--- src/verilog/ilc_pkg.sv ---
package ilc_pkg;
	//***********************************************
	// Summary of operation
	//***********************************************
	// Summary of operation
	// - Lane count field, 5 bits: 00000, 00001, 00011, 00111 for 1, 2, 4, 8 lanes.
	// - Octets per frame stored as value minus one; 1, 2 or 4 valid.
	// - Converter count stored minus one; 1 real, 2 complex.
	// - Control bits per sample held in bits 7:6; expected zero.
	// - Resolution minus one in bits 4:0; 16 bits reads 01111.
	// - Total bits per sample minus one in bits 4:0.
	// - Interface version in bits 7:5; 001 is revision B, A also encodable.
	// - Samples per converter per frame minus one in bits 4:0.
	// - Control words per frame in bits 4:0; expected zero.
	// - Both spare config octets of lane 0 readable as separate bytes.
	// - Checksum octet received on lane 0 is readable.
	// - Own checksum over lane 0 config, method picked by mode input.
	// - Transmitter uses the same method, so computed equals received.
	// - Lane identifier received on lane 1 is readable.
	// - Lane identifier in bits 4:0; bits 7:5 read zero.
	// - Scrambling flag in bit 7, beside the lane count field.

	//***********************************************
	// Config octet positions
	//***********************************************
	localparam int CFG_OCTETS = 14;
	localparam int OCT_DID = 0;
	localparam int OCT_BID = 1;
	localparam int OCT_LID = 2;
	localparam int OCT_SCR_L = 3;
	localparam int OCT_F = 4;
	localparam int OCT_K = 5;
	localparam int OCT_M = 6;
	localparam int OCT_CS_N = 7;
	localparam int OCT_NP = 8;
	localparam int OCT_S = 9;
	localparam int OCT_HD_CF = 10;
	localparam int OCT_RES1 = 11;
	localparam int OCT_RES2 = 12;
	localparam int OCT_FCHK = 13;

	//***********************************************
	// Field masks and shifts
	//***********************************************
	localparam logic [7:0] MSK_ALL = 8'hff;
	localparam logic [7:0] MSK_LO5 = 8'h1f;
	localparam logic [7:0] MSK_LO4 = 8'h0f;
	localparam logic [7:0] MSK_HI4 = 8'hf0;
	localparam logic [7:0] MSK_HI3 = 8'he0;
	localparam logic [7:0] MSK_HI2 = 8'hc0;
	localparam logic [7:0] MSK_B7 = 8'h80;
	localparam logic [7:0] MSK_B6 = 8'h40;
	localparam logic [7:0] MSK_B5 = 8'h20;
	localparam int SH_HI4 = 4;
	localparam int SH_HI3 = 5;
	localparam int SH_HI2 = 6;
	localparam int SH_B7 = 7;
	localparam int SH_B6 = 6;
	localparam int SH_B5 = 5;
	localparam logic [7:0] RST_OCTET = 8'h00;

	//***********************************************
	// Register map and serial port
	//***********************************************
	localparam int ADR_W = 15;
	localparam logic [14:0] ADR_SCR_L = 15'h0403;
	localparam logic [14:0] ADR_F = 15'h0404;
	localparam logic [14:0] ADR_K = 15'h0405;
	localparam logic [14:0] ADR_M = 15'h0406;
	localparam logic [14:0] ADR_CS_N = 15'h0407;
	localparam logic [14:0] ADR_NP = 15'h0408;
	localparam logic [14:0] ADR_S = 15'h0409;
	localparam logic [14:0] ADR_HD_CF = 15'h040a;
	localparam logic [14:0] ADR_RES1 = 15'h040b;
	localparam logic [14:0] ADR_RES2 = 15'h040c;
	localparam logic [14:0] ADR_FCHK0 = 15'h040d;
	localparam logic [14:0] ADR_FCMP0 = 15'h040e;
	localparam logic [14:0] ADR_LID1 = 15'h0412;
	localparam logic [4:0] CMD_LAST = 5'h0f;
	localparam logic [4:0] DATA_LAST = 5'h07;
	localparam logic MODE_FIELDS = 1'b0;

	//***********************************************
	// Types
	//***********************************************
	typedef logic [CFG_OCTETS-1:0][7:0] ilc_oct_arr_t;
	typedef struct packed {
		logic sof;
		logic valid;
		logic [7:0] octet;
	} ilc_lane_t;
	typedef struct packed {
		logic sclk;
		logic cs_b;
		logic sdi;
	} ilc_spi_t;
	typedef enum logic [1:0] {
		CAP_WAIT = 2'b00,
		CAP_COLLECT = 2'b01,
		CAP_COMMIT = 2'b11
	} ilc_cap_st_t;
	typedef enum logic [1:0] {
		SPI_IDLE = 2'b00,
		SPI_CMD = 2'b01,
		SPI_DATA = 2'b11,
		SPI_DONE = 2'b10
	} ilc_spi_st_t;
endpackage : ilc_pkg
--- src/verilog/ilc_capture.sv ---
`timescale 1ns/10ps
module ilc_capture (
	// Clock, reset, enable
	input wire logic CORE_CLK_IN,
	input wire logic RST_B_IN,
	input wire logic CE_IN,
	// Lane receive octet streams
	input wire ilc_pkg::ilc_lane_t LANE0_IN,
	input wire ilc_pkg::ilc_lane_t LANE1_IN,
	// Checksum method select
	input wire logic CHECKSUM_MODE_IN,
	// Serial control port
	input wire ilc_pkg::ilc_spi_t SPI_IN,
	output wire logic SDO_OUT,
	output wire logic SDO_OE_OUT
);
	import ilc_pkg::*;

	//***********************************************
	// State
	//***********************************************
	typedef struct packed {
		ilc_cap_st_t cap_st;
		logic [3:0] cap_idx;
		ilc_oct_arr_t shadow;
		ilc_oct_arr_t cfg;
		logic [7:0] comp_sum;
		logic l1_act;
		logic [3:0] l1_idx;
		logic [7:0] l1_pend;
		logic [7:0] l1_lid;
		ilc_spi_st_t spi_st;
		logic [4:0] bit_cnt;
		logic [15:0] cmd;
		logic [7:0] rd_sh;
		logic sclk_q;
		logic sdo;
		logic sdo_oe;
	} ilc_state_t;

	ilc_state_t s_r;
	ilc_state_t s_nxt;
	logic [7:0] calc_sum;
	logic [15:0] cmd_full;
	logic [7:0] rd_val;
	logic rise;
	logic fall;

	//***********************************************
	// Register read decode
	//***********************************************
	function automatic logic [7:0] rd_reg(
		input logic [14:0] a,
		input ilc_oct_arr_t c,
		input logic [7:0] cs,
		input logic [7:0] lid
	);
		case (a)
			ADR_SCR_L:
			begin
				rd_reg = c[OCT_SCR_L] & (MSK_B7 | MSK_LO5);
			end
			ADR_F:
			begin
				rd_reg = c[OCT_F];
			end
			ADR_K:
			begin
				rd_reg = c[OCT_K] & MSK_LO5;
			end
			ADR_M:
			begin
				rd_reg = c[OCT_M];
			end
			ADR_CS_N:
			begin
				// Bit 5 is reserved and reads zero
				rd_reg = c[OCT_CS_N] & (MSK_HI2 | MSK_LO5);
			end
			ADR_NP:
			begin
				rd_reg = c[OCT_NP];
			end
			ADR_S:
			begin
				rd_reg = c[OCT_S];
			end
			ADR_HD_CF:
			begin
				rd_reg = c[OCT_HD_CF] & (MSK_B7 | MSK_LO5);
			end
			ADR_RES1:
			begin
				rd_reg = c[OCT_RES1];
			end
			ADR_RES2:
			begin
				rd_reg = c[OCT_RES2];
			end
			ADR_FCHK0:
			begin
				rd_reg = c[OCT_FCHK];
			end
			ADR_FCMP0:
			begin
				rd_reg = cs;
			end
			ADR_LID1:
			begin
				rd_reg = lid & MSK_LO5;
			end
			default:
			begin
				rd_reg = RST_OCTET;
			end
		endcase
	endfunction : rd_reg

	//***********************************************
	// Checksum over the collected octets
	//***********************************************
	// The sum is taken on the shadow, which is stable in the commit cycle
	ilc_checksum u_checksum (
		.cfg_in(s_r.shadow),
		.mode_in(CHECKSUM_MODE_IN),
		.sum_out(calc_sum)
	);

	assign rise = SPI_IN.sclk & ~s_r.sclk_q;
	assign fall = ~SPI_IN.sclk & s_r.sclk_q;
	assign cmd_full = {s_r.cmd[14:0], SPI_IN.sdi};
	assign rd_val = rd_reg(cmd_full[ADR_W-1:0], s_r.cfg, s_r.comp_sum, s_r.l1_lid);

	//***********************************************
	// Next state
	//***********************************************
	always_comb
	begin
		s_nxt = s_r;

		// Lane 0: collect into the shadow, publish only a complete set
		case (s_r.cap_st)
			CAP_WAIT:
			begin
				if (LANE0_IN.valid && LANE0_IN.sof)
				begin
					s_nxt.shadow[OCT_DID] = LANE0_IN.octet;
					s_nxt.cap_idx = 4'h1;
					s_nxt.cap_st = CAP_COLLECT;
				end
			end
			CAP_COLLECT:
			begin
				if (LANE0_IN.valid && LANE0_IN.sof)
				begin
					// A fresh start abandons the partial set
					s_nxt.shadow[OCT_DID] = LANE0_IN.octet;
					s_nxt.cap_idx = 4'h1;
				end
				else if (LANE0_IN.valid)
				begin
					s_nxt.shadow[s_r.cap_idx] = LANE0_IN.octet;
					if (s_r.cap_idx == 4'(OCT_FCHK))
					begin
						s_nxt.cap_st = CAP_COMMIT;
					end
					else
					begin
						s_nxt.cap_idx = s_r.cap_idx + 4'h1;
					end
				end
			end
			CAP_COMMIT:
			begin
				s_nxt.cfg = s_r.shadow;
				s_nxt.comp_sum = calc_sum;
				s_nxt.cap_st = CAP_WAIT;
			end
			default:
			begin
				s_nxt.cap_st = CAP_WAIT;
			end
		endcase

		// Lane 1: only the lane identifier is kept
		if (LANE1_IN.valid && LANE1_IN.sof)
		begin
			s_nxt.l1_act = 1'b1;
			s_nxt.l1_idx = 4'h1;
		end
		else if (LANE1_IN.valid && s_r.l1_act)
		begin
			if (s_r.l1_idx == 4'(OCT_LID))
			begin
				s_nxt.l1_pend = LANE1_IN.octet;
			end
			if (s_r.l1_idx == 4'(OCT_FCHK))
			begin
				s_nxt.l1_lid = s_r.l1_pend;
				s_nxt.l1_act = 1'b0;
			end
			else
			begin
				s_nxt.l1_idx = s_r.l1_idx + 4'h1;
			end
		end

		// Serial port: 16 command bits, then 8 data bits, MSB first
		s_nxt.sclk_q = SPI_IN.sclk;
		if (SPI_IN.cs_b)
		begin
			s_nxt.spi_st = SPI_IDLE;
			s_nxt.bit_cnt = 5'h00;
			s_nxt.sdo_oe = 1'b0;
			s_nxt.sdo = 1'b0;
		end
		else
		begin
			case (s_r.spi_st)
				SPI_IDLE, SPI_CMD:
				begin
					s_nxt.spi_st = SPI_CMD;
					if (rise)
					begin
						s_nxt.cmd = cmd_full;
						s_nxt.bit_cnt = s_r.bit_cnt + 5'h01;
						if (s_r.bit_cnt == CMD_LAST)
						begin
							s_nxt.bit_cnt = 5'h00;
							s_nxt.spi_st = SPI_DATA;
							// Writes are accepted on the wire but change nothing
							if (cmd_full[15])
							begin
								s_nxt.sdo_oe = 1'b1;
								s_nxt.sdo = rd_val[7];
								s_nxt.rd_sh = {rd_val[6:0], 1'b0};
							end
						end
					end
				end
				SPI_DATA:
				begin
					if (fall)
					begin
						s_nxt.sdo = s_r.rd_sh[7];
						s_nxt.rd_sh = {s_r.rd_sh[6:0], 1'b0};
					end
					if (rise)
					begin
						s_nxt.bit_cnt = s_r.bit_cnt + 5'h01;
						if (s_r.bit_cnt == DATA_LAST)
						begin
							s_nxt.spi_st = SPI_DONE;
						end
					end
				end
				SPI_DONE:
				begin
					// Let go after the last bit has been sampled
					if (fall)
					begin
						s_nxt.sdo_oe = 1'b0;
						s_nxt.sdo = 1'b0;
					end
				end
				default:
				begin
					s_nxt.spi_st = SPI_IDLE;
				end
			endcase
		end
	end

	//***********************************************
	// Registers
	//***********************************************
	always_ff @(posedge CORE_CLK_IN)
	begin
		if (!RST_B_IN)
		begin
			s_r <= '0;
		end
		else if (CE_IN)
		begin
			s_r <= s_nxt;
		end
	end

	assign SDO_OUT = s_r.sdo;
	assign SDO_OE_OUT = s_r.sdo_oe;

	// Fields are stored whole as received; reads apply masks
endmodule : ilc_capture

--- src/verilog/ilc_checksum.sv ---
`timescale 1ns/10ps
module ilc_checksum (
	// Config octets and method
	input wire ilc_pkg::ilc_oct_arr_t cfg_in,
	input wire logic mode_in,
	// Result
	output logic [7:0] sum_out
);
	import ilc_pkg::*;

	function automatic logic [7:0] fld(input logic [7:0] o, input logic [7:0] m, input int sh);
		fld = (o & m) >> sh;
	endfunction : fld

	logic [7:0] fsum;
	logic [7:0] osum;

	//***********************************************
	// Field-wise and octet-wise sums
	//***********************************************
	always_comb
	begin
		osum = 8'h00;
		for (int i = 0; i < OCT_FCHK; i++)
		begin
			osum = osum + cfg_in[i];
		end
		// Spare octets carry no field, so the field-wise sum leaves them out
		fsum = cfg_in[OCT_DID] + fld(cfg_in[OCT_BID], MSK_HI4, SH_HI4)
			+ fld(cfg_in[OCT_BID], MSK_LO4, 0)
			+ fld(cfg_in[OCT_LID], MSK_B6, SH_B6) + fld(cfg_in[OCT_LID], MSK_B5, SH_B5)
			+ fld(cfg_in[OCT_LID], MSK_LO5, 0)
			+ fld(cfg_in[OCT_SCR_L], MSK_B7, SH_B7) + fld(cfg_in[OCT_SCR_L], MSK_LO5, 0)
			+ cfg_in[OCT_F] + fld(cfg_in[OCT_K], MSK_LO5, 0) + cfg_in[OCT_M]
			+ fld(cfg_in[OCT_CS_N], MSK_HI2, SH_HI2) + fld(cfg_in[OCT_CS_N], MSK_LO5, 0)
			+ fld(cfg_in[OCT_NP], MSK_HI3, SH_HI3) + fld(cfg_in[OCT_NP], MSK_LO5, 0)
			+ fld(cfg_in[OCT_S], MSK_HI3, SH_HI3) + fld(cfg_in[OCT_S], MSK_LO5, 0)
			+ fld(cfg_in[OCT_HD_CF], MSK_B7, SH_B7) + fld(cfg_in[OCT_HD_CF], MSK_LO5, 0);
		sum_out = (mode_in == MODE_FIELDS) ? fsum : osum;
	end
endmodule : ilc_checksum

--- config.mk ---
export PLATFORM = sky130hd
export DESIGN_NAME = ilc_capture
export DESIGN_NICKNAME = d
export VERILOG_FILES = /design/src/verilog/ilc_pkg.sv /design/src/verilog/ilc_capture.sv /design/src/verilog/ilc_checksum.sv
export SDC_FILE = /design/constraint.sdc
export NUM_CORES = 1
export LEC_CHECK = 0
export ABC_AREA = 1
export ABC_CLOCK_PERIOD_IN_PS = 6900
export BUFFER_PORTS_ARGS = -buffer_cell sky130_fd_sc_hd__buf_2
export CAP_MARGIN = 10
export CORE_UTILIZATION = 64
export CTS_CLUSTER_DIAMETER = 40
export DETAILED_ROUTE_END_ITERATION = 12
export GPL_ROUTABILITY_DRIVEN = 0
export PLACE_DENSITY = 0.79
export SLEW_MARGIN = 20
export SYNTH_ARGS = -nofsm -noshare
export SYNTH_HDL_FRONTEND = slang
export SYNTH_HIERARCHICAL = 1
export SYNTH_SLANG_ARGS = --single-unit
export TNS_END_PERCENT = 30
--- constraint.sdc ---
create_clock -name CORE_CLK_IN -period 6.9 [get_ports CORE_CLK_IN]
set_clock_uncertainty 0.15 [all_clocks]
set_input_delay 1.38 -clock CORE_CLK_IN [delete_from_list [all_inputs] [get_ports CORE_CLK_IN]]
set_output_delay 1.38 -clock CORE_CLK_IN [all_outputs]
set_load 0.005 [all_outputs]
Word-level counts from Yosys, hierarchy flattened
Index checks and enable logic that the tools add are counted.
{ "classes": {"addsub": 33, "n_lt_le_gt_ge": 2, "n_eq_ne": 41, "n_mux": 40, "bitwise_logic": 7, "n_reduce_logical": 28} }
{ "op_table": {"columns": ["cell", "count"], "rows": [
  ["15-bit by 11-bit equality test with 1-bit output (second input constant)", 13],
  ["118-bit 2-to-1 mux", 1],
  ["8-bit adder", 14],
  ["112-bit bitwise mux", 1],
  ["8-bit case mux with 13 select lines", 1],
  ["8-bit 2-to-1 mux", 9],
  ["8-bit by 5-bit adder with 8-bit output", 7],
  ["8-bit by 1-bit adder with 8-bit output", 4],
  ["8-bit demux with 4-bit select", 1],
  ["8-bit case mux with 2 select lines", 2],
  ["31-bit 2-to-1 mux", 1],
  ["4-bit AND reduction", 7],
  ["3-bit != test (second input constant)", 9],
  ["21-bit 2-to-1 mux", 1],
  ["7-bit 2-to-1 mux", 3],
  ["2-bit != test (second input constant)", 9],
  ["8-bit by 3-bit adder with 8-bit output", 2],
  ["8-bit by 4-bit adder with 8-bit output", 2],
  ["2-bit 2-to-1 mux", 8],
  ["7-bit case mux with 2 select lines", 1],
  ["4-bit 2-to-1 mux", 3],
  ["6-bit AND reduction", 2],
  ["5-bit AND reduction", 2],
  ["4-bit by 1-bit adder with 4-bit output (second input constant)", 2],
  ["27 further kinds", 46]
]} }
{ "word_totals": {"register_bits": 266, "inputBits": 27} }

Depth between registers and ports, before layout
{ "logic_depth": {"word_depth": 19, "depth_mapped": 24} }

Modules after synthesis
The synthesis kept the hierarchy.
{ "by_module_without_submodules": {"columns": ["mod", "instances", "cells_per_inst", "area_per_inst_um2", "seq_area_each_um2"], "rows": [
  ["ilc_capture", 1, 1405, 10533.9, 5064.9],
  ["ilc_checksum", 1, 519, 4403.0, 0.0]
]} }

Worst setup path before layout
Ideal clock, no wire load.
{ "synth_path": {"path_kind": "reg2reg", "start": "register s_r[240] in the netlist's numbering", "end": "register s_r[62] in the netlist's numbering", "setup_ns": 0.128, "arrival_time_ns": 4.766, "setup_slack_ns": 1.855, "path_stages_with_launch": 23, "cell_sequence": "dfxtp_1 inv_1 fa_1 fa_1 inv_1 fa_1 inv_1 fa_1 fa_1 inv_1 ha_1 ha_1 fa_1 a21oi_1 o21ai_0 nand2_1 nand2_1 a21oi_1 nand3_1 nand3_1 nand2_1 o21ai_0 a21oi_1"} }
{ "synth_via": {"elab_chain_len": 6, "word_cells_on_any_way": 11, "classes_between": "add/sub: 10; mux: 1"} }
{ "synth_lines": {"columns": ["item", "line_no", "text"], "rows": [
  ["start: declaration", "ilc_capture.sv:41", "ilc_state_t s_r;"],
  ["start signal: assignment", "ilc_capture.sv:285", "s_r <= s_nxt;"],
  ["8-bit by 5-bit adder with 8-bit output / 8-bit adder (equally long branches)", "ilc_checksum.sv:36, ilc_checksum.sv:26", null],
  ["8-bit by 3-bit adder with 8-bit output / 8-bit adder (equally long branches)", "ilc_checksum.sv:37, ilc_checksum.sv:26", null],
  ["8-bit by 5-bit adder with 8-bit output / 8-bit adder (equally long branches)", "ilc_checksum.sv:37, ilc_checksum.sv:26", null],
  ["8-bit by 1-bit adder with 8-bit output / 8-bit adder (equally long branches)", "ilc_checksum.sv:38, ilc_checksum.sv:26", null],
  ["8-bit by 5-bit adder with 8-bit output / 8-bit adder (equally long branches)", "ilc_checksum.sv:38, ilc_checksum.sv:26", null],
  ["8-bit 2-to-1 mux *", "ilc_checksum.sv:39", "sum_out = (mode_in == MODE_FIELDS) ? fsum : osum;"],
  ["via calc_sum[7]", "ilc_capture.sv:43", "logic [7:0] calc_sum;"]
]} }
The timed path passes the listed nets; every way through them passes the cells marked *.
A chain may end at the register's enable or synchronous reset.

Worst setup path in the final report
{ "layout_path": {"start": "register s_r[245] in the netlist's numbering", "end": "register s_r[62] in the netlist's numbering"} }
{ "layout_via": {"elab_chain_len": 7, "word_cells_on_any_way": 12, "classes_between": "add/sub: 11; mux: 1"} }
{ "layout_lines": {"columns": ["item", "line_no", "text"], "rows": [
  ["8-bit by 3-bit adder with 8-bit output", "ilc_checksum.sv:36", "+ fld(cfg_in[OCT_NP], MSK_HI3, SH_HI3) + fld(cfg_in[OCT_NP], MSK_LO5, 0)"],
  ["8-bit by 5-bit adder with 8-bit output", "ilc_checksum.sv:36", null],
  ["8-bit by 3-bit adder with 8-bit output", "ilc_checksum.sv:37", "+ fld(cfg_in[OCT_S], MSK_HI3, SH_HI3) + fld(cfg_in[OCT_S], MSK_LO5, 0)"],
  ["8-bit by 5-bit adder with 8-bit output", "ilc_checksum.sv:37", null],
  ["8-bit by 1-bit adder with 8-bit output", "ilc_checksum.sv:38", "+ fld(cfg_in[OCT_HD_CF], MSK_B7, SH_B7) + fld(cfg_in[OCT_HD_CF], MSK_LO5, 0);"],
  ["8-bit by 5-bit adder with 8-bit output", "ilc_checksum.sv:38", null],
  ["8-bit 2-to-1 mux *", "ilc_checksum.sv:39", null],
  ["via calc_sum[7]", "ilc_capture.sv:43", null]
]} }
Marked as above.

==> flow_summary.json <==
{
  "run_status": "completed",
  "path_max_fanout": 4,
  "drv_cap": 0,
  "ctsResizeCount": 0,
  "first_pass_iters": 6,
  "vdd_drop_max_uv": 235,
  "hold_path_end": "s_r[193]",
  "start_util": 0.656,
  "areaGrowthSynthToFinish_pct": 9.13,
  "synth_top_area_cell": "dfxtp_1",
  "seq_area_frac_synth": 0.339,
  "fillers": 1789,
  "synthesis.nets": 2118,
  "hp-class": "reg2reg",
  "ys_warn_count": 6,
  "numCtsBuffers": 34,
  "critical_path_class": "reg2reg",
  "avgSynthCellArea_um2": 7.76,
  "p_sw_mw": 0.833,
  "combPwrFrac": 0.059,
  "grt_use_met1": 0.436,
  "grtUsageMet2": 0.543,
  "io_buffers": 25,
  "track_usage": 0.334,
  "reg2reg_slack_ns": 1.17,
  "cts_hold_buf": 0,
  "period_share": 0.831,
  "grt_max_degree": 124,
  "antenna_found_initial": 0,
  "switching_share": 0.242,
  "hold_viol_final": 0,
  "ys_types": 40,
  "clkPwrFrac": 0.509,
  "finalSetupViolations": 0,
  "via_per_inst": 5.62,
  "hold_start": "s_r[193]",
  "vias": 12600,
  "busiest_layer": "met2",
  "synth_area_mm2": 0.0149,
  "worstSkewPairLatency_ns": 0.52,
  "post_cts_buffers": 0,
  "path_clk_slew_ns": 0.05,
  "required_ns": 7.11,
  "tightest_slew_ns": 0.979,
  "root_buffer": "clkbuf_16",
  "grt_pass1_wl_mm": 61.7,
  "p_int_mw": 2.61,
  "r2r-start": "s_r[245]",
  "wl_per_cell_um": 17.3,
  "syn_inst": 1924,
  "slew_headroom": 0.348,
  "ios": 29,
  "async_reset_ff_frac": 0,
  "r2r_end": "s_r[62]",
  "synth_edf_count": 0,
  "max_freq_ghz": 0.174,
  "dieHeight_um": 155,
  "grt_use_met3": 0.0633,
  "ant_nets": 0,
  "placementRows": 55,
  "worstSetupStartpointType": "register",
  "coreArea_mm2": 0.0228,
  "grt_overflow_total": 0,
  "hold_path_depth": 2,
  "power_mw": 3.44,
  "rsz0062_at_grt": "no",
  "hpwl_mm": 28.6,
  "final_net_count": 2104,
  "end_kind": "register",
  "finalWirelength_mm": 38.9,
  "tns_ns": 0,
  "cts_htree_levels": 2,
  "dieWidth_um": 155,
  "p_seq_frac": 0.433,
  "drv_slew": 0,
  "leakagePower_nw": 6.91,
  "yosys.area.top_type_share": 0.339,
  "synth_area_leaders": "dfxtp_1, fa_1, inv_1",
  "cellPowerDensity_mw_per_mm2": 211,
  "diodes": 0,
  "post-route-util": 0.716,
  "rr_worst_depth": 22,
  "synth_flop_cell": "dfxtp_1",
  "period_minus_slack_ns": 5.73,
  "die_area_mm2": 0.0240,
  "clock_path_buffers": 3,
  "layout-drive-gt1-share": 0.0647,
  "arrival_ns": 5.95,
  "grt_pass1_vias": 12200,
  "synth_seq_cells": 253,
  "first_iter_violations": 1152,
  "tritoncts": "built",
  "drcViolationCount": 0,
  "clock_sinks": 253
}
[per-stage QoR]
| step | hold slack, ns | cell area, um2 | worst slack [ns] | cells |
|---|---|---|---|---|
| after floorplan | 0.274 | 14900 | 1.86 | 1924 |
| after global placement | 0.283 | 15200 | 1.40 | 2187 |
| after detailed placement | 0.287 | 15200 | 1.29 | 2187 |
| after CTS | 0.296 | 16300 | 1.22 | 2244 |
| after global routing | 0.311 | 16300 | 0.961 | 2244 |
| final | 0.296 | 16300 | 1.17 | 2244 |
[cell type report]
class / count / area (um2) / share of cell area
clock buffer: 40 / 873 / 0.0536
clock inverter: 17 / 244 / 0.0150
inverter: 442 / 1660 / 0.102
multi-input combinational: 1150 / 7900 / 0.484
sequential: 253 / 5060 / 0.311
tap: 313 / 392 / 0.0240
timing repair buffer: 29 / 170 / 0.0104
[cell usage after synthesis, types with 14 or more instances]
cell type and number:
a21oi_1 250, buf_2 20, clkbuf_1 57, dfxtp_1 253
fa_1 124, ha_1 43, inv_1 434, nand2_1 168
nand3_1 90, nor2_1 102, nor2_2 17, nor3_1 14
o21ai_0 248, o21ai_1 16
[how the worst max path moves through the flow]
stage,start,endpoint,slack (ns),depth (start not counted)
floorplan,s_r[240],s_r[62],1.86,22
global placement,s_r[245],s_r[62],1.40,22
detailed placement,s_r[245],s_r[62],1.29,22
CTS,s_r[245],s_r[62],1.22,22
global route,s_r[245],s_r[62],0.96,22
finish,s_r[245],s_r[62],1.17,22
[power groups by stage]
| stage | clock (mW) | combinational (mW) | sequential, mW |
|---|---|---|---|
| floorplan | 0 | 0.142 | 1.51 |
| global placement | 0 | 0.189 | 1.52 |
| detailed placement | 0 | 0.196 | 1.52 |
| CTS | 1.77 | 0.198 | 1.49 |
| global route | 1.84 | 0.226 | 1.49 |
| finish | 1.75 | 0.201 | 1.49 |
[registers in the layout, indices dropped and copies added, names as in the netlist]
signal / cells
s_r: 236
cmd_full: 15
SDO_OE_OUT: 1
SDO_OUT: 1
[cells by family after synthesis]
family / Yosys count / synth area share
buffers and inverters: 521 / 0.134
AO/OA/AOI/OAI: 544 / 0.186
flip-flops: 253 / 0.339
AND/OR/NAND/NOR: 423 / 0.129
XOR/XNOR: 16 / 0.00938
adder cells (fa/ha/maj): 167 / 0.202
[layer usage]
layer  routed length [um]  part of all wire
met1                15800              0.41
met5                    0                 0
met2                18100              0.47
met3                 3210             0.083
met4                 1710             0.044
[critical path, stage by stage, from the launching register on]
cell,delay (ns)
dfxtp_1,0.47
inv_1,0.12
fa_1,0.51
fa_1,0.50
inv_1,0.05
fa_1,0.51
inv_1,0.06
fa_1,0.50
fa_1,0.49
inv_1,0.04
ha_1,0.27
ha_1,0.22
fa_1,0.47
a21oi_1,0.15
o21ai_0,0.16
nand2_1,0.12
nand2_1,0.06
a21oi_1,0.22
nand3_1,0.11
nand3_1,0.11
nand2_1,0.08
o21ai_0,0.15
a21oi_1,0.06
[cells in the final DEF (no fill, tap or decap), types with 8 or more instances in the layout]
cell | synthesis | layout
ha_1 | 43 | 43
o21ai_1 | 16 | 16
nor2_1 | 102 | 102
nor2_2 | 17 | 16
nor3_1 | 14 | 14
a21oi_1 | 250 | 250
nand3_1 | 90 | 89
o21ai_0 | 248 | 248
clkbuf_16 | 0 | 34
xnor2_1 | 10 | 10
dfxtp_1 | 253 | 253
nand4_1 | 8 | 8
inv_1 | 434 | 434
o22ai_1 | 9 | 9
nand2_1 | 168 | 168
fa_1 | 124 | 124
buf_2 | 20 | 24
nand3_2 | 8 | 8
(Power assumes the default switching activity.)
